--- src/plam_pkg.sv ---
`default_nettype none
package plam_pkg;
   // ==========================================================
   // Register indices on the plain register port
   localparam logic [3:0] ADDR_STATUS = 4'h0;
   localparam logic [3:0] ADDR_INRUSH = 4'h1;
   localparam logic [3:0] ADDR_CTRL_CAP = 4'h2;
   localparam logic [3:0] ADDR_MAIN_CAP = 4'h3;
   localparam logic [3:0] ADDR_MEAS_CTRL = 4'h4;
   localparam logic [3:0] ADDR_RUN_SEL = 4'h5;
   localparam logic [3:0] ADDR_RELAY_SEL = 4'h6;
   localparam logic [3:0] ADDR_IRQ_STATUS = 4'h7;
   localparam logic [3:0] ADDR_IRQ_MASK = 4'h8;

   // ==========================================================
   // Life alarm status bit positions
   localparam int BIT_CTRL_CAP = 0;
   localparam int BIT_MAIN_CAP = 1;
   localparam int BIT_FAN = 2;
   localparam int BIT_INRUSH = 3;

   // ==========================================================
   // Life percentages and thresholds
   localparam logic [7:0] PCT_FULL = 8'h64;
   localparam logic [7:0] INRUSH_ALARM_PCT = 8'h0a;
   localparam logic [7:0] CTRL_ALARM_PCT = 8'h0a;
   localparam logic [7:0] MAIN_ALARM_PCT = 8'h55;
   localparam int INRUSH_STEP = 10000;
   localparam int CTRL_STEP = 10000;

   // ==========================================================
   // Measurement control codes
   localparam logic [3:0] MC_IDLE = 4'h0;
   localparam logic [3:0] MC_ARM = 4'h1;
   localparam logic [3:0] MC_RUN = 4'h2;
   localparam logic [3:0] MC_DONE = 4'h3;
   localparam logic [3:0] MC_FORCED = 4'h8;
   localparam logic [3:0] MC_ERROR = 4'h9;

   // ==========================================================
   // Terminal function codes and reset values
   localparam logic [7:0] FUNC_ALARM_POS = 8'h5a;
   localparam logic [7:0] FUNC_ALARM_NEG = 8'hbe;
   localparam logic [7:0] TERM_SEL_RST = 8'h00;
   localparam logic [1:0] IRQ_MASK_RST = 2'h0;
   localparam int IRQ_ALARM = 0;
   localparam int IRQ_MEAS = 1;

   typedef enum logic [1:0] {MS_IDLE, MS_ARMED, MS_MEASURE} plam_meas_t;
endpackage
`default_nettype wire
--- src/plam_life_counter.sv ---
`default_nettype none
module plam_life_counter import plam_pkg::*; #(
   parameter int STEP = 10000
) (
   input wire logic clk, // Device clock
   input wire logic nrst, // Synchronous reset, low active
   input wire logic ce, // Clock enable
   input wire logic tick, // One wear event
   output logic [7:0] pct // Remaining life in percent
);
   logic [15:0] cnt_q;
   logic [7:0] pct_q;

   // ==========================================================
   // Wear counting
   // percent step down
   always_ff @(posedge clk) begin
      if (!nrst) begin
         cnt_q <= 16'h0000;
         pct_q <= PCT_FULL;
      end else if (ce && tick) begin
         if (cnt_q == 16'(STEP - 1)) begin
            cnt_q <= 16'h0000;
            // Floor at zero so an over-worn part never wraps back to full
            if (pct_q != 8'h00) begin
               pct_q <= pct_q - 8'h01;
            end
         end else begin
            cnt_q <= cnt_q + 16'h0001;
         end
      end
   end

   assign pct = pct_q;
endmodule
`default_nettype wire

--- src/plam_monitor.sv ---
//
// Summary of operation
// - Keep a four-bit life status, one bit per part at alarm level.
// - Combined life alarm is the OR of the four status bits.
// - Function code 90 drives alarm high active, 190 low active on a terminal.
// - Inrush life drops one percent per ten thousand activations from 100.
// - Inrush life at 10 percent sets status bit 3.
// - Power-on, undervoltage and drive reset each count one inrush activation; here events in the same cycle count once together.
// - Control capacitor life counts down while operating by weighted aging.
// - Control capacitor life below 10 percent sets status bit 0.
// - Main capacitor life updates after each completed measurement.
// - Measured main capacitor life at or below 85 sets status bit 1.
// - Control resets to 0; writing 1 arms measurement at next power-off.
// - Codes 2 running, 3 done, 8 forced end, 9 error; 3 and 8 unwritable.
// - Motor must be connected and stopped; DC injection measures at power-off.
// - Violated conditions end forced, in error, or leave measurement armed.
// - Early power return may leave code 2; rewriting 1 restarts.
// - Fan at or below half speed sets status bit 2.
//
// Chosen here: strobed register access and the placing of the registers.
`default_nettype none
module plam_monitor import plam_pkg::*; #(
   parameter int INRUSH_STEP_P = INRUSH_STEP,
   parameter int CTRL_STEP_P = CTRL_STEP
) (
   input wire logic clk, // Device clock, 40 MHz
   input wire logic nrst, // Synchronous reset, low active
   input wire logic ce, // Clock enable, freezes all state when low
   input wire logic [3:0] regAddr, // Register index
   input wire logic [7:0] regWdata, // Write data
   input wire logic regWr, // Write strobe
   input wire logic regRd, // Read strobe
   output logic [7:0] regRdata, // Read data, cycle after strobe
   input wire logic powerOnEvt, // Power-on pulse
   input wire logic undervoltEvt, // Undervoltage pulse
   input wire logic driveResetEvt, // Drive unit reset pulse
   input wire logic operating, // Unit energized and running
   input wire logic ctrlAgeTick, // Weighted aging tick for control cap
   input wire logic fanSlow, // Fan at or below half speed
   input wire logic powerOff, // Mains removed level
   input wire logic measDone, // Capacitance result valid pulse
   input wire logic [7:0] measPct, // Measured capacitance percent
   input wire logic measAbort, // Start, shutoff or coasting seen
   input wire logic measFault, // Trip or bad measurement
   output logic dcInject, // DC injection into motor
   output logic lifeAlarmOut, // Combined life alarm
   output logic runTerminal, // Run terminal level
   output logic relayTerminal, // Relay terminal level
   output logic irq // Interrupt, high level
);
   logic [7:0] inrushPct;
   logic [7:0] ctrlPct;
   logic [7:0] mainPct_q;
   logic mainMeasured_q;
   logic [3:0] lifeStatus;
   logic [3:0] measCode_q;
   plam_meas_t measState_q;
   logic powerOff_q;
   logic powerOffRise;
   logic measEnd;
   logic inrushTick;
   logic lifeAlarm_q;
   logic runTerm_q;
   logic relayTerm_q;
   logic [7:0] runSel_q;
   logic [7:0] relaySel_q;
   logic [1:0] irqStat_q;
   logic [1:0] irqMask_q;
   logic [1:0] irqEvt;
   logic [7:0] rdata_q;
   logic [7:0] rdata_d;
   logic measWr;

   // ==========================================================
   // Wear counters
   // inrush activation sources
   assign inrushTick = powerOnEvt | undervoltEvt | driveResetEvt;

   plam_life_counter #(.STEP(INRUSH_STEP_P)) inrushCnt (
      .clk(clk),
      .nrst(nrst),
      .ce(ce),
      .tick(inrushTick),
      .pct(inrushPct)
   );

   plam_life_counter #(.STEP(CTRL_STEP_P)) ctrlCnt (
      .clk(clk),
      .nrst(nrst),
      .ce(ce),
      .tick(operating & ctrlAgeTick),
      .pct(ctrlPct)
   );

   // ==========================================================
   // Life status, combinational so it moves with the life value
   // status decode
   always_comb begin
      lifeStatus = 4'h0;
      lifeStatus[BIT_CTRL_CAP] = ctrlPct < CTRL_ALARM_PCT;
      // main cap, only once a measurement has been made
      lifeStatus[BIT_MAIN_CAP] = mainMeasured_q && (mainPct_q <= MAIN_ALARM_PCT);
      lifeStatus[BIT_FAN] = fanSlow;
      lifeStatus[BIT_INRUSH] = inrushPct <= INRUSH_ALARM_PCT;
   end

   // ==========================================================
   // Alarm and terminal outputs
   // registered alarm routing
   always_ff @(posedge clk) begin
      if (!nrst) begin
         lifeAlarm_q <= 1'b0;
         runTerm_q <= 1'b0;
         relayTerm_q <= 1'b0;
      end else if (ce) begin
         lifeAlarm_q <= |lifeStatus;
         // Terminals with other functions are left inactive here
         runTerm_q <= (runSel_q == FUNC_ALARM_POS) ? (|lifeStatus) :
                      (runSel_q == FUNC_ALARM_NEG) ? !(|lifeStatus) : 1'b0;
         relayTerm_q <= (relaySel_q == FUNC_ALARM_POS) ? (|lifeStatus) :
                        (relaySel_q == FUNC_ALARM_NEG) ? !(|lifeStatus) : 1'b0;
      end
   end

   assign lifeAlarmOut = lifeAlarm_q;
   assign runTerminal = runTerm_q;
   assign relayTerminal = relayTerm_q;

   // ==========================================================
   // Main capacitor measurement
   assign measWr = regWr && (regAddr == ADDR_MEAS_CTRL);
   assign powerOffRise = powerOff && !powerOff_q;
   assign measEnd = (measState_q == MS_MEASURE) && (measDone || measFault || measAbort);

   always_ff @(posedge clk) begin
      if (!nrst) begin
         powerOff_q <= 1'b0;
      end else if (ce) begin
         powerOff_q <= powerOff;
      end
   end

   always_ff @(posedge clk) begin
      if (!nrst) begin
         measState_q <= MS_IDLE;
         measCode_q <= MC_IDLE;
      end else if (ce) begin
         if (measWr && regWdata == {4'h0, MC_ARM}) begin
            // Rearm from any state, also from a stuck code 2
            measState_q <= MS_ARMED;
            measCode_q <= MC_ARM;
         end else if (measWr && regWdata == {4'h0, MC_IDLE}) begin
            measState_q <= MS_IDLE;
            measCode_q <= MC_IDLE;
         end else begin
            case (measState_q)
               MS_ARMED: begin
                  if (powerOffRise) begin
                     measState_q <= MS_MEASURE;
                     measCode_q <= MC_RUN;
                  end
               end
               MS_MEASURE: begin
                  // Power returning early is not an end: code 2 stays
                  if (measDone) begin
                     measState_q <= MS_IDLE;
                     measCode_q <= MC_DONE;
                  end else if (measFault) begin
                     measState_q <= MS_IDLE;
                     measCode_q <= MC_ERROR;
                  end else if (measAbort) begin
                     measState_q <= MS_IDLE;
                     measCode_q <= MC_FORCED;
                  end
               end
               default: begin
               end
            endcase
         end
      end
   end

   // main cap result, untouched by power events
   always_ff @(posedge clk) begin
      if (!nrst) begin
         mainPct_q <= PCT_FULL;
         mainMeasured_q <= 1'b0;
      end else if (ce && measState_q == MS_MEASURE && measDone && !measWr) begin
         mainPct_q <= measPct;
         mainMeasured_q <= 1'b1;
      end
   end

   assign dcInject = (measState_q == MS_MEASURE);

   // ==========================================================
   // Software settings
   always_ff @(posedge clk) begin
      if (!nrst) begin
         runSel_q <= TERM_SEL_RST;
         relaySel_q <= TERM_SEL_RST;
         irqMask_q <= IRQ_MASK_RST;
      end else if (ce && regWr) begin
         case (regAddr)
            ADDR_RUN_SEL: runSel_q <= regWdata;
            ADDR_RELAY_SEL: relaySel_q <= regWdata;
            ADDR_IRQ_MASK: irqMask_q <= regWdata[1:0];
            default: begin
            end
         endcase
      end
   end

   // ==========================================================
   // Interrupts: read clears, a new event in the same cycle wins
   always_comb begin
      irqEvt = 2'h0;
      irqEvt[IRQ_ALARM] = (|lifeStatus) && !lifeAlarm_q;
      irqEvt[IRQ_MEAS] = measEnd && !measWr;
   end

   always_ff @(posedge clk) begin
      if (!nrst) begin
         irqStat_q <= 2'h0;
      end else if (ce) begin
         if (regRd && regAddr == ADDR_IRQ_STATUS) begin
            irqStat_q <= irqEvt;
         end else begin
            irqStat_q <= irqStat_q | irqEvt;
         end
      end
   end

   assign irq = |(irqStat_q & irqMask_q);

   // ==========================================================
   // Read port, unmapped indices read as zero
   always_comb begin
      case (regAddr)
         ADDR_STATUS: rdata_d = {4'h0, lifeStatus};
         ADDR_INRUSH: rdata_d = inrushPct;
         ADDR_CTRL_CAP: rdata_d = ctrlPct;
         ADDR_MAIN_CAP: rdata_d = mainPct_q;
         ADDR_MEAS_CTRL: rdata_d = {4'h0, measCode_q};
         ADDR_RUN_SEL: rdata_d = runSel_q;
         ADDR_RELAY_SEL: rdata_d = relaySel_q;
         ADDR_IRQ_STATUS: rdata_d = {6'h00, irqStat_q};
         ADDR_IRQ_MASK: rdata_d = {6'h00, irqMask_q};
         default: rdata_d = 8'h00;
      endcase
   end

   always_ff @(posedge clk) begin
      if (!nrst) begin
         rdata_q <= 8'h00;
      end else if (ce) begin
         rdata_q <= regRd ? rdata_d : 8'h00;
      end
   end

   assign regRdata = rdata_q;
endmodule
`default_nettype wire

--- config.mk ---
export PLATFORM = sky130hd
export DESIGN_NAME = plam_monitor
export DESIGN_NICKNAME = d
export VERILOG_FILES = /design/src/plam_pkg.sv /design/src/plam_life_counter.sv /design/src/plam_monitor.sv
export SDC_FILE = /design/constraint.sdc
export NUM_CORES = 1
export LEC_CHECK = 0
export BUFFER_PORTS_ARGS = -buffer_cell sky130_fd_sc_hd__buf_2
export CORE_MARGIN = 8
export CORE_UTILIZATION = 35
export CTS_CLUSTER_SIZE = 28
export DETAILED_ROUTE_END_ITERATION = 10
export GPL_ROUTABILITY_DRIVEN = 1
export PLACE_DENSITY = 0.53
export SLEW_MARGIN = 0
export SYNTH_ARGS = -nofsm -noshare
export SYNTH_HDL_FRONTEND = slang
export SYNTH_SLANG_ARGS = --single-unit
--- constraint.sdc ---
create_clock -name clk -period 1.75 [get_ports clk]
set_input_delay 0.2625 -clock clk [delete_from_list [all_inputs] [get_ports clk]]
set_output_delay 0.2625 -clock clk [all_outputs]
set_load 0.01 [all_outputs]
# --- Yosys cells after proc, flatten, opt, wreduce, memory -nomap -nowiden ---
# Index checks and enable logic that the tools add are counted.
totals:
  reg_bits: 95
  input_bits: 35
  out_inout_bits: 13
  wordCells: 105
classes:
  n_addsub: 4
  magnitude_cmp: 3
  eq_ne: 19
  n_mux: 23
  bitwise: 5
  n_reduce_logical: 34
ops:
  columns: ["cell", "count"]
  rows:
  - ["one-hot mux 8 bit (9 select lines)", 1]
  - ["adder 16 x 1 -> 16 bit (second input constant)", 2]
  - ["== test 16 x 14 -> 1 bit (second input constant)", 2]
  - ["2-to-1 mux 16 bit", 2]
  - ["2-to-1 mux 4 bit", 6]
  - ["== test 4 x 3 -> 1 bit (second input constant)", 4]
  - ["== test 8 x 7 -> 1 bit (second input constant)", 2]
  - ["== test 8 bit (second input constant)", 2]
  - ["nonzero test 8 bit", 2]
  - ["subtractor 8 x 1 -> 8 bit (second input constant)", 2]
  - ["logical AND 1 bit", 15]
  - ["2-to-1 mux 2 bit", 7]
  - ["== test 4 x 2 -> 1 bit (second input constant)", 2]
  - ["== test 8 x 1 -> 1 bit (second input constant)", 1]
  - ["less-or-equal comparator 8 x 4 -> 1 bit (second input constant)", 1]
  - ["less-or-equal comparator 8 x 7 -> 1 bit (second input constant)", 1]
  - ["logical NOT 8 bit", 1]
  - ["< comparator 8 x 4 -> 1 bit (second input constant)", 1]
  - ["2-to-1 mux 8 bit", 1]
  - ["one-hot mux 4 bit (2 select lines)", 1]
  - ["inequality test 6 x 4 -> 1 bit (second input constant)", 1]
  - ["AND reduction 2 bit", 3]
  - ["AND reduction 3 bit", 2]
  - ["== test 4 x 1 -> 1 bit (second input constant)", 1]
  - ["17 further kinds", 25]

# --- Longest topological paths before layout ---
# Gate-level depths: netlist of the first run.
depth:
  word_depth: 6
  mapped_depth: 7
  ltp_nobuf: 7

# --- Hierarchy ---
# Synthesis of the first run repeated with hierarchy kept, for this count alone.
hier_totals:
  hier_cells: 562
  area_unflattened_um2: 4986.0
modules_own_cells:
  columns: ["mod", "instances", "cells_each", "area_per_inst_um2", "seq_area_each_um2"]
  rows:
  - ["plam_monitor", 1, 278, 2541.2, 920.9]
  - ["plam_life_counter", 2, 142, 1222.4, 480.5]

# --- Worst setup path before layout of the first run ---
# OpenSTA, ideal clock, no wires.
synth_path:
  path_type: "register -> register"
  startpoint: "reg ctrlCnt.pct_q[0], in the netlist ctrlCnt.pct[0]"
  endpoint: "reg ctrlCnt.pct_q[5], in the netlist ctrlCnt.pct[5]"
  setup_time_ns: 0.136
  arrival_ns: 1.746
  t_required_ns: 1.614
  path_slack_ns: -0.132
  stages_incl_launch_ff: 8
  path_buffers: 0
  period_less_slack_ns: 1.882
  cell_sequence: "dfxtp_1 > inv_1 > ha_1 > nor3b_1 > and2_1 > or3_2 > o41ai_1 > nand3_1"
synth_between:
  elab_chain_cells: 2
  word_cells_on_any_way: 3
  cone_classes: "1 x add/sub; 2 x reduce/logical"
synth_lines:
  columns: ["item", "line_no", "source"]
  rows:
  - ["from (decl)", "plam_life_counter.sv:12", "logic [7:0] pct_q;"]
  - ["from (signal assigned)", "plam_life_counter.sv:26", "pct_q <= pct_q - 8'h01;"]
  - ["parallel branches: the longest is 2 deep, another holds subtractor 8 x 1 -> 8 bit", null, null]
# Parallel ways; which one is timed is not known.
# A chain may end at the register's enable or synchronous reset.

# --- Worst setup path after layout of the first run ---
layout_path:
  startpoint: "reg ctrlCnt.pct_q[1], in the netlist ctrlCnt.pct[1]"
  endpoint: "reg ctrlCnt.pct_q[5], in the netlist ctrlCnt.pct[5]"
# Same word-level chain as after synthesis.

==> run_results.csv, run 1 <==
group,metric,value,unit
place,port_buffers,47,
status,status,"complete, but fails checks",
final_layout,layoutNonFillerInstCount,855,
setup_path,worst_path_largest_cell_delay,420,ps
routing,routed_wirelength,13400,um
synthesis,ys_async_sr_fraction,0,
setup_path,rr_startpoint,"ctrlCnt.pct[1]$_SDFFE_PN0P_",
floorplanning,die-area,17400,um^2
synthesis,synth_area_per_cell,8.59,um^2
floorplanning,start_util,0.358,
setup_path,worstPathMaxFanout,2,
clocking,hold_buffers,0,
power,clkPwrFrac,0.417,
floorplanning,die_width,132,um
place,hpwl,9790,um
floorplanning,die_y,132,um
routing,num_vias,4365,
routing,via_per_inst,5.11,
power,switching_share,0.238,
power,ir_worst_vdd,598,uV
setup_path,crit_family,"simple AND/OR/NAND/NOR gates",
synthesis,synth_flop_cell,"dfxtp_1",
clocking,path_clk_slew,70,ps
setup_path,worstSetupEndpointType,"flip-flop",
sta,worst_slew_pin_slew,538,ps
sta,layout_setup_ws,-86.9,ps
setup_path,critPathArrivalTime,2130,ps
place,dp_slack,-109,ps
setup_path,startpoint,"ctrlCnt.pct[1]$_SDFFE_PN0P_",
setup_path,critical_path_class,"flip-flop to flip-flop",
status,violations,"setup timing",
clocking,cts_tree,"yes",
synthesis,syn-num-nets,590,
sta,hold_viol_final,0,
sta,final-setup-viol-count,2,
sta,fin_hold_ws,135,ps
grt,antenna_found_initial,0,
power,power_density,677,nW/um^2
grt,top_usage_layer,"met2",
job,maxCapViolCount,0,
synthesis,seq_area_frac_synth,0.399,
final_layout,final_layout_size_suffix_gt1_frac,0.315,
power,p_int,3.25,mW
synthesis,netlist_area,4720,um^2
routing,first_pass_iters,5,
power,combPwrFrac,0.075,
power,p_seq_frac,0.508,
power,p_switching,1.02,mW
routing,drt_iter0_markers,254,
grt,grt_usage,0.153,
sta,slew_viol_final,0,
place,dp_cells,831,
place,gp_routability_congestion,0.833,
floorplanning,coreArea,13200,um^2
power,total_power,4.26,mW
worst_hold_path,min-delay-start,"measPct[5]",
sta,period_share,1.05,
floorplanning,io_pins,48,
clocking,cts.path.max_buffers,2,
routing,remaining_drc_errors,0,
sta,fmax,544,MHz
floorplanning,fp-row-count,42,
grt,grt_pass1_vias,4405,
grt,gr-usage-met1,0.177,
routing,drt-wirelength-per-cell,15.7,um
routing,route.antenna.remaining_nets,0,
setup_path,crit_required,2040,ps
sta,setup_tns,-149,ps
final_layout,stdcell_area,6300,um^2
power,p_leak,2.40,nW
grt,grt_pass1_wl,21900,um
sta,grt_setup_unrepaired,"true",
sta,relSlewSlack,0.641,
sta,fin_skew,9.15,ps
grt,grt_use_met2,0.264,
clocking,cts.htree.levels,3,
setup_path,path_cells,"buf_6 -> or3_4 -> nor4_4 -> buf_4 -> or4b_1 -> nand3_1",
setup_path,slowest_stage,"or4b_1",
setup_path,crit_buf_inv,2,
synthesis,ys_types,58,
final_layout,nNetsFinal,716,
grt,grt_start_max_net_pins,28,
synthesis,synth_edf_count,0,
synthesis,yosys_warnings,0,
sta,fin_crit,1840,ps
synthesis,synthCells,549,
clocking,root_buffer,"clkbuf_16",
clocking,clock_sinks,94,
final_layout,diodes,0,
grt,grt_overflow,0,
grt,grt_use_met3,0.0465,
place,placed_area,5770,um^2
clocking,clk_latency,350,ps
clocking,cts_buffers,9,
worst_hold_path,min_path_type,"primary input to flip-flop",
final_layout,final_util,0.478,
final_layout,syn2layout_area_growth,33.6,%
synthesis,ys_seq_elements,94,
setup_path,start_kind,"flip-flop",
## layer usage
| metal | share of wire | wire (um) | vias up |
|---|---|---|---|
| met5 | 0 | 0 | - |
| met4 | 0.011 | 151 | 0 |
| met3 | 0.048 | 641 | 9 |
| met2 | 0.49 | 6650 | 74 |
| met1 | 0.45 | 6010 | 2073 |
| li1 | - | - | 2209 |
## repair_timing
item	in CTS	in global routing
buffers inserted	5	5
resized for setup	15	35
endpoints found under the setup margin	7	21
pin swaps	5	13
## worst min-delay path: stages
cell,delay [ps]
buf_2,80
mux2i_1,60
nand2_1,50
## cell families after synthesis
group | after synthesis | synth area share
simple gates | 248 | 0.275
xor+xnor | 32 | 0.0594
fa+ha+maj | 6 | 0.0159
mux | 42 | 0.0912
flops | 94 | 0.399
buf+inv | 43 | 0.0355
compound gates | 84 | 0.124
## sequential cells by signal, indices dropped and copies added (netlist names), 2 cells and up
name,cells
inrushCnt.cnt_q,16
relaySel_q,8
runSel_q,8
ctrlCnt.cnt_q,16
mainPct_q,8
measState_q,2
measCode_q,3
inrushCnt.pct,8
irqStat_q,2
ctrlCnt.pct,8
irqMask_q,2
regRdata,8
## cell type report
type | count | area (um^2)
clock buffers | 11 | 233
clock inverters | 4 | 25.0
fillers | 1308 | 6890
inverters | 16 | 60.1
multi-input cells | 412 | 2870
flip-flops and latches | 94 | 1890
well taps | 176 | 220
repair buffers | 142 | 1000
## cell usage after synthesis, drive strengths merged, types with 4 or more instances
master   n  area (um^2)
a32oi    7         61.3
nor2b   12         75.1
nand2   46          173
mux2     8         90.1
o21ai   18         90.1
and2     4         25.0
nand2b   8         50.1
nand4   12         81.3
nor4    12          111
ha       6         75.1
and4     6         52.6
nor2    81          304
xor2    18          158
nor3    12         60.1
clkbuf  22         82.6
o31ai    4         35.0
nand3   19         95.1
buf      5         25.0
xnor2   14          123
a21oi   20          100
dfxtp   94         1880
inv     16         60.1
and3     9         57.6
mux2i   34          340
or3     12         76.3
## worst paths after layout
kind | end | slack [ps] | depth (start not counted)
max | ctrlCnt.pct[5]$_SDFFE_PN1P_ | -90 | 6
min | mainPct_q[5]$_SDFFE_PN1P_ | 140 | 3
max reg2reg | ctrlCnt.pct[5]$_SDFFE_PN1P_ | -90 | 6
min reg2reg | regRdata[4]$_SDFFE_PN0P_ | 470 | 2
## power groups by stage
stage	clock network, mW	logic [mW]	registers [mW]
after floorplan	0	0.142	2.22
after global placement	0	0.304	2.21
after detailed placement	0	0.309	2.21
after CTS	1.85	0.311	2.17
after global routing	1.92	0.347	2.17
final	1.78	0.318	2.17
## cells in the final DEF, fill, tap and decap left out, types with 4 or more instances in the layout
| cell | Yosys | final |
|---|---|---|
| dfxtp_1 | 94 | 88 |
| buf_4 | 0 | 88 |
| nor2_1 | 81 | 80 |
| buf_2 | 5 | 47 |
| nand2_1 | 46 | 46 |
| mux2i_1 | 34 | 34 |
| a21oi_1 | 20 | 18 |
| nand3_1 | 19 | 18 |
| xor2_1 | 18 | 18 |
| o21ai_0 | 17 | 16 |
| inv_1 | 16 | 13 |
| xnor2_1 | 14 | 13 |
| nor3_1 | 12 | 12 |
| nor2b_1 | 12 | 12 |
| nand4_1 | 11 | 11 |
| or3_1 | 11 | 9 |
| clkbuf_16 | 0 | 9 |
| nand2b_1 | 8 | 8 |
| mux2_2 | 8 | 8 |
| a32oi_1 | 7 | 7 |
| and3_1 | 8 | 6 |
| dfxtp_2 | 0 | 6 |
| nor4_1 | 9 | 5 |
| and4_1 | 6 | 5 |
| nor4_4 | 2 | 4 |
| ha_2 | 0 | 4 |
| buf_6 | 0 | 4 |
No activity file was read; power rests on OpenSTA's default activity.
==> run 2, diff against run 1 <==
- SYNTH_HIERARCHICAL: not set -> 1
==> run 2 against run 1 <==
- the flow still finishes with violations (setup timing)
- global-route usage increased by 0.35 points
- design area increased by 7.3%
- clock skew increased by 1.9 ps
- highest routed layer unchanged
- critical path type unchanged
==> run_results.csv, run 2 <==
group,metric,value,unit
synthesis,netlist_top_cells_area,"dfxtp_1 38%, mux2i_1 7.2%, nor2b_1 4.0%, nand2_1 3.8%, nor2_1 2.9%",
sta,final-setup-viol-count,7,
synthesis,synth_common_cells,"94 x dfxtp_1, 51 x nand2_1, 39 x nor2_1, 36 x mux2i_1, 32 x nor2b_1",
clocking,cts.path.max_buffers,2,
grt,grt_usage,0.156,
job,maxCapViolCount,0,
grt,antenna_found_initial,0,
routing,num_vias,4536,
clocking,root_buffer,"clkbuf_16",
grt,grt_pass1_wl,22900,um
status,violations,"setup timing",
power,p_leak,2.42,nW
synthesis,ys_async_sr_fraction,0,
status,status,"complete, but fails checks",
clocking,cts_buffers,9,
routing,drt_iter0_markers,264,
clocking,hold_buffers,0,
power,power_density,665,nW/um^2
setup_path,worstSetupEndpointType,"flip-flop",
place,port_buffers,47,
synthesis,yosysTopAreaCell,"dfxtp_1",
worst_hold_path,min_path_type,"primary input to flip-flop",
setup_path,critPathArrivalTime,2070,ps
synthesis,seq_area_frac_synth,0.377,
synthesis,yosys_warnings,6,
synthesis,synth_top_area_frac,0.377,
synthesis,ys_types,63,
floorplanning,die-area,18300,um^2
synthesis,synth_most_common_cell,"dfxtp_1",
clocking,clock_sinks,94,
final_layout,layoutNonFillerInstCount,879,
floorplanning,die_width,135,um
grt,grt_start_max_net_pins,22,
clocking,cts_tree,"yes",
synthesis,synth_area_per_cell,8.87,um^2
grt,grt_pass1_vias,4490,
final_layout,diodes,0,
final_layout,final_common_cell,"buf_4",
sta,fin_crit,1790,ps
routing,via_per_inst,5.16,
floorplanning,fp-row-count,43,
grt,grt_overflow,0,
grt,grt_use_met2,0.235,
routing,routed_wirelength,14000,um
sta,fin_skew,11.1,ps
sta,hold_viol_final,0,
floorplanning,start_util,0.359,
final_layout,nNetsFinal,737,
synthesis,synth_edf_count,0,
final_layout,layout_common_cells,"88 x buf_4, 77 x dfxtp_1, 51 x nand2_1, 47 x buf_2, 39 x nor2_1",
routing,route.antenna.remaining_nets,0,
sta,worst_slew_pin_slew,446,ps
sta,setup_tns,-131,ps
routing,first_pass_iters,4,
setup_path,crit_required,2030,ps
synthesis,synth_flop_cell,"dfxtp_1",
place,dp_cells,858,
floorplanning,io_pins,48,
synthesis,ys_seq_elements,94,
setup_path,start_kind,"flip-flop",
sta,slew_viol_final,0,
floorplanning,die_y,135,um
clocking,cts.htree.levels,3,
grt,gr-usage-met1,0.215,
floorplanning,coreArea,13900,um^2
grt,grt_use_met3,0.0297,
final_layout,final_util,0.487,
synthesis,synthCells,562,
grt,top_usage_layer,"met2",
place,gp_routability_congestion,0.835,
clocking,clk_latency,350,ps
final_layout,final_layout_size_suffix_gt1_frac,0.338,
sta,grt_setup_unrepaired,"true",
final_layout,reg_top3,"ctrlCnt/cnt_q (16), inrushCnt/cnt_q (16)",
sta,layout_setup_ws,-36.3,ps
synthesis,syn-num-nets,603,
routing,remaining_drc_errors,0,
place,hpwl,10400,um
sta,relSlewSlack,0.702,
sta,fin_hold_ws,128,ps
power,ir_worst_vdd,400,uV
clocking,path_clk_slew,60,ps
sta,period_share,1.02,
synthesis,netlist_area,4990,um^2
routing,drt-wirelength-per-cell,16.0,um
setup_path,critical_path_class,"flip-flop to flip-flop",
final_layout,syn2layout_area_growth,35.5,%
setup_path,worstPathMaxFanout,3,
sta,fmax,560,MHz
==> run 2: changes by cell type in the layout (fill, tap and decap cells not counted), moves of 6 or more <==
cell,before,now
nor2_1,80,39
dfxtp_2,6,16
nand2b_1,8,17
xor2_1,18,10
nor2b_1,12,32
or4_4,0,6
a21oi_1,18,8
inv_1,13,24
dfxtp_1,88,77
and3_1,6,0
==> run 2: per-layer routing <==
metal | wire length (um) | vias up
met5 | 0 | -
met4 | 212 | 0
met3 | 498 | 13
met2 | 6370 | 66
met1 | 6940 | 2156
li1 | - | 2301
==> run 2: cell type report <==
type | count | area [um^2]
timing repair buffer | 147 | 1070
sequential | 94 | 1910
tap | 180 | 225
clock buffer | 13 | 260
fill | 1360 | 7120
clock inverter | 1 | 30.0
inverter | 25 | 96.3
multi-input combinational | 419 | 3170
==> run 2: power breakdown <==
| part | switching, mW | total, mW | leakage, nW | internal [mW] |
|---|---|---|---|---|
| clock | 0.828 | 2.00 | 0.142 | 1.17 |
| combinational | 0.180 | 0.328 | 1.51 | 0.148 |
| sequential | 0.0125 | 2.17 | 0.765 | 2.15 |
==> run 2: logic make-up (layout without fill, tap and decap cells) <==
family	count (synthesis)	after routing	synth area share
xor gates and xnor gates	26	26	0.0457
AOI/OAI and AO/OA	78	78	0.111
DFF	94	94	0.377
and+or+nand+nor	260	260	0.306
muxes	49	49	0.104
buffers and inverters	49	186	0.0417
adders and majority gates	6	6	0.0151
==> run 2: timing repair <==
action,4_1_cts,5_1_grt
endpoints found under the setup margin,13,22
gates cloned,0,0
hold endpoints to repair,0,0
resized for setup,19,52
pin swaps,2,14
setup buffers,2,5
==> run 2: per-stage QoR <==
step	power (mW)	setup WS, ps	area, um^2
floorplan	2.37	-58.6	5000
global placement	2.53	-64.3	6100
detailed placement	2.54	-219	6100
CTS	4.54	-33.5	6510
global route	4.66	-100	6760
finish	4.50	-36.3	6760
==> run 2: final timing paths <==
path	start	end	slack, ps	cells after the start
worst max-delay path	ctrlCnt/pct[5]$_SDFFE_PN1P_	ctrlCnt/pct[7]$_SDFFE_PN0P_	-40	4
worst min-delay path	measPct[2]	mainPct_q[2]$_SDFFE_PN1P_	130	3
worst max register to register	ctrlCnt/pct[5]$_SDFFE_PN1P_	ctrlCnt/pct[7]$_SDFFE_PN0P_	-40	4
worst min register to register	regRdata[1]$_SDFFE_PN0P_	regRdata[1]$_SDFFE_PN0P_	460	2
==> run 2: critical path: stages (launching register included) <==
cell,delay [ps]
dfxtp_2,320
or4_4,560
or4_4,450
nor4_4,180
mux2i_1,200
==> run 3, diff against run 2 <==
- REMOVE_ABC_BUFFERS: not set -> 1
==> run 3 against run 2 <==
- the run still ends with setup timing left
- sequential share of layout area shrank 0.16 points
- hold slack improved by 2.7 ps
- non-clock buffer count stayed put
- core utilization up 0.081 points
==> run_results.csv, run 3 (synthesized netlist as in run 2, its figures left out) <==
group,metric,value,unit
setup_path,crit_required,1990,ps
sta,slew_viol_final,0,
power,power_density,664,nW/um^2
grt,grt_start_max_net_pins,77,
setup_path,critical_path_class,"flip-flop to flip-flop",
clocking,cts.path.max_buffers,2,
routing,route.antenna.remaining_nets,0,
setup_path,ff2ff_setup_slack,-50,ps
clocking,cts_tree,"yes",
worst_hold_path,min_path_type,"primary input to flip-flop",
routing,via_per_inst,5.10,
clocking,clk_latency,350,ps
final_layout,layout_common_cells,"91 x buf_4, 83 x dfxtp_1, 51 x nand2_1, 47 x buf_2, 39 x nor2_1",
sta,hold_viol_final,0,
clocking,path_clk_slew,60,ps
status,violations,"setup timing",
routing,first_pass_iters,4,
grt,antenna_found_initial,0,
sta,fmax,555,MHz
floorplanning,coreArea,13900,um^2
routing,remaining_drc_errors,0,
final_layout,fill_cells,1343,
place,dp_cells,852,
clocking,clock_sinks,94,
sta,period_share,1.03,
grt,grt_pass1_wl,22900,um
floorplanning,die_y,135,um
place,hpwl,10100,um
setup_path,worstSetupEndpointType,"flip-flop",
floorplanning,io_pins,48,
final_layout,final_common_cell,"buf_4",
grt,grt_use_met2,0.262,
place,placed_area,6040,um^2
sta,fin_skew,5.45,ps
final_layout,multi_input_area,3190,um^2
final_layout,reg_top3,"ctrlCnt/cnt_q (16), inrushCnt/cnt_q (16)",
clocking,cts.htree.levels,3,
grt,grt_usage,0.156,
sta,fin_crit,1800,ps
setup_path,start_kind,"flip-flop",
sta,layout_setup_ws,-50.3,ps
clocking,cts_buffers,9,
power,p_leak,2.41,nW
place,gp_routability_congestion,0.857,
grt,top_usage_layer,"met2",
final_layout,final_layout_size_suffix_gt1_frac,0.330,
routing,drt-wirelength-per-cell,15.7,um
sta,relSlewSlack,0.659,
final_layout,nNetsFinal,737,
final_layout,syn2layout_area_growth,35.8,%
final_layout,diodes,0,
sta,grt_setup_unrepaired,"true",
grt,grt_pass1_vias,4531,
sta,final-setup-viol-count,10,
place,dp_slack,-132,ps
floorplanning,fp-row-count,43,
setup_path,worstPathMaxFanout,5,
final_layout,regArea,1900,um^2
floorplanning,start_util,0.359,
final_layout,stdcell_area,6770,um^2
routing,drt_iter0_markers,244,
floorplanning,die_width,135,um
place,port_buffers,47,
setup_path,critPathArrivalTime,2040,ps
grt,grt_overflow,0,
power,ir_worst_vdd,521,uV
sta,worst_slew_pin_slew,510,ps
grt,gr-usage-met1,0.193,
final_layout,layoutNonFillerInstCount,881,
floorplanning,die-area,18300,um^2
job,maxCapViolCount,0,
routing,routed_wirelength,13800,um
status,status,"complete, but fails checks",
routing,num_vias,4493,
clocking,root_buffer,"clkbuf_16",
grt,grt_use_met3,0.0427,
run 3: cell count changes in the layout (fill, tap and decap cells not counted), moves of 2 or more:
cell	change
o21ai_0	-2
buf_6	-3
dfxtp_2	-6
buf_4	+3
o31ai_1	-2
dfxtp_1	+6
run 3: worst paths after layout:
path | from | cells after the start | endpoint
max | inrushCnt/pct[2]$_SDFFE_PN1P_ | 5 | inrushCnt/pct[6]$_SDFFE_PN1P_
min | measPct[5] | 3 | mainPct_q[5]$_SDFFE_PN1P_
max reg2reg | inrushCnt/pct[2]$_SDFFE_PN1P_ | 5 | inrushCnt/pct[6]$_SDFFE_PN1P_
min reg2reg | regRdata[1]$_SDFFE_PN0P_ | 2 | regRdata[1]$_SDFFE_PN0P_
run 3: through the flow:
step                      utilization  TNS [ps]  hold WS [ps]  total power [mW]
after global placement          0.435      -459           447              2.52
after CTS                       0.473      -232           121              4.56
after detailed placement        0.435     -1030           457              2.53
final                           0.488      -245           131              4.49
after global routing            0.488     -1040           130              4.69
after floorplan                     -     -5200           324              2.33
run 3: report_power, final:
part           internal [mW]  switching, mW
clock                   1.18          0.824
sequential              2.15         0.0118
combinational          0.141          0.177
total                   3.48           1.01
run 3: what timing repair did:
item,CTS,global route
gates cloned,0,1
pin swaps,8,16
setup endpoints to repair,14,36
setup buffers,7,5
resized for setup,31,41
endpoints found under the hold margin,0,0
hold buffers,0,0
run 3: metal layers:
layer,up-vias,wire length (um),part of all wire
met5,-,0,0
met4,0,123,0.0089
met3,10,450,0.033
met2,58,6950,0.50
met1,2124,6300,0.46
li1,2301,-,-
run 3: worst max-delay path: stages, from the launching register on:
cell     delay [ps]
dfxtp_2         320
or4_4           560
nor4b_4         270
buf_6           180
nor4b_4          50
mux2_1          310
run 3: area by class of cell:
class,count,area share
timing repair buffer,147,0.156
inverter,25,0.0142
clock buffer,13,0.0384
clock inverter,3,0.00628
tap,180,0.0333
sequential,94,0.280
multi-input combinational,419,0.472
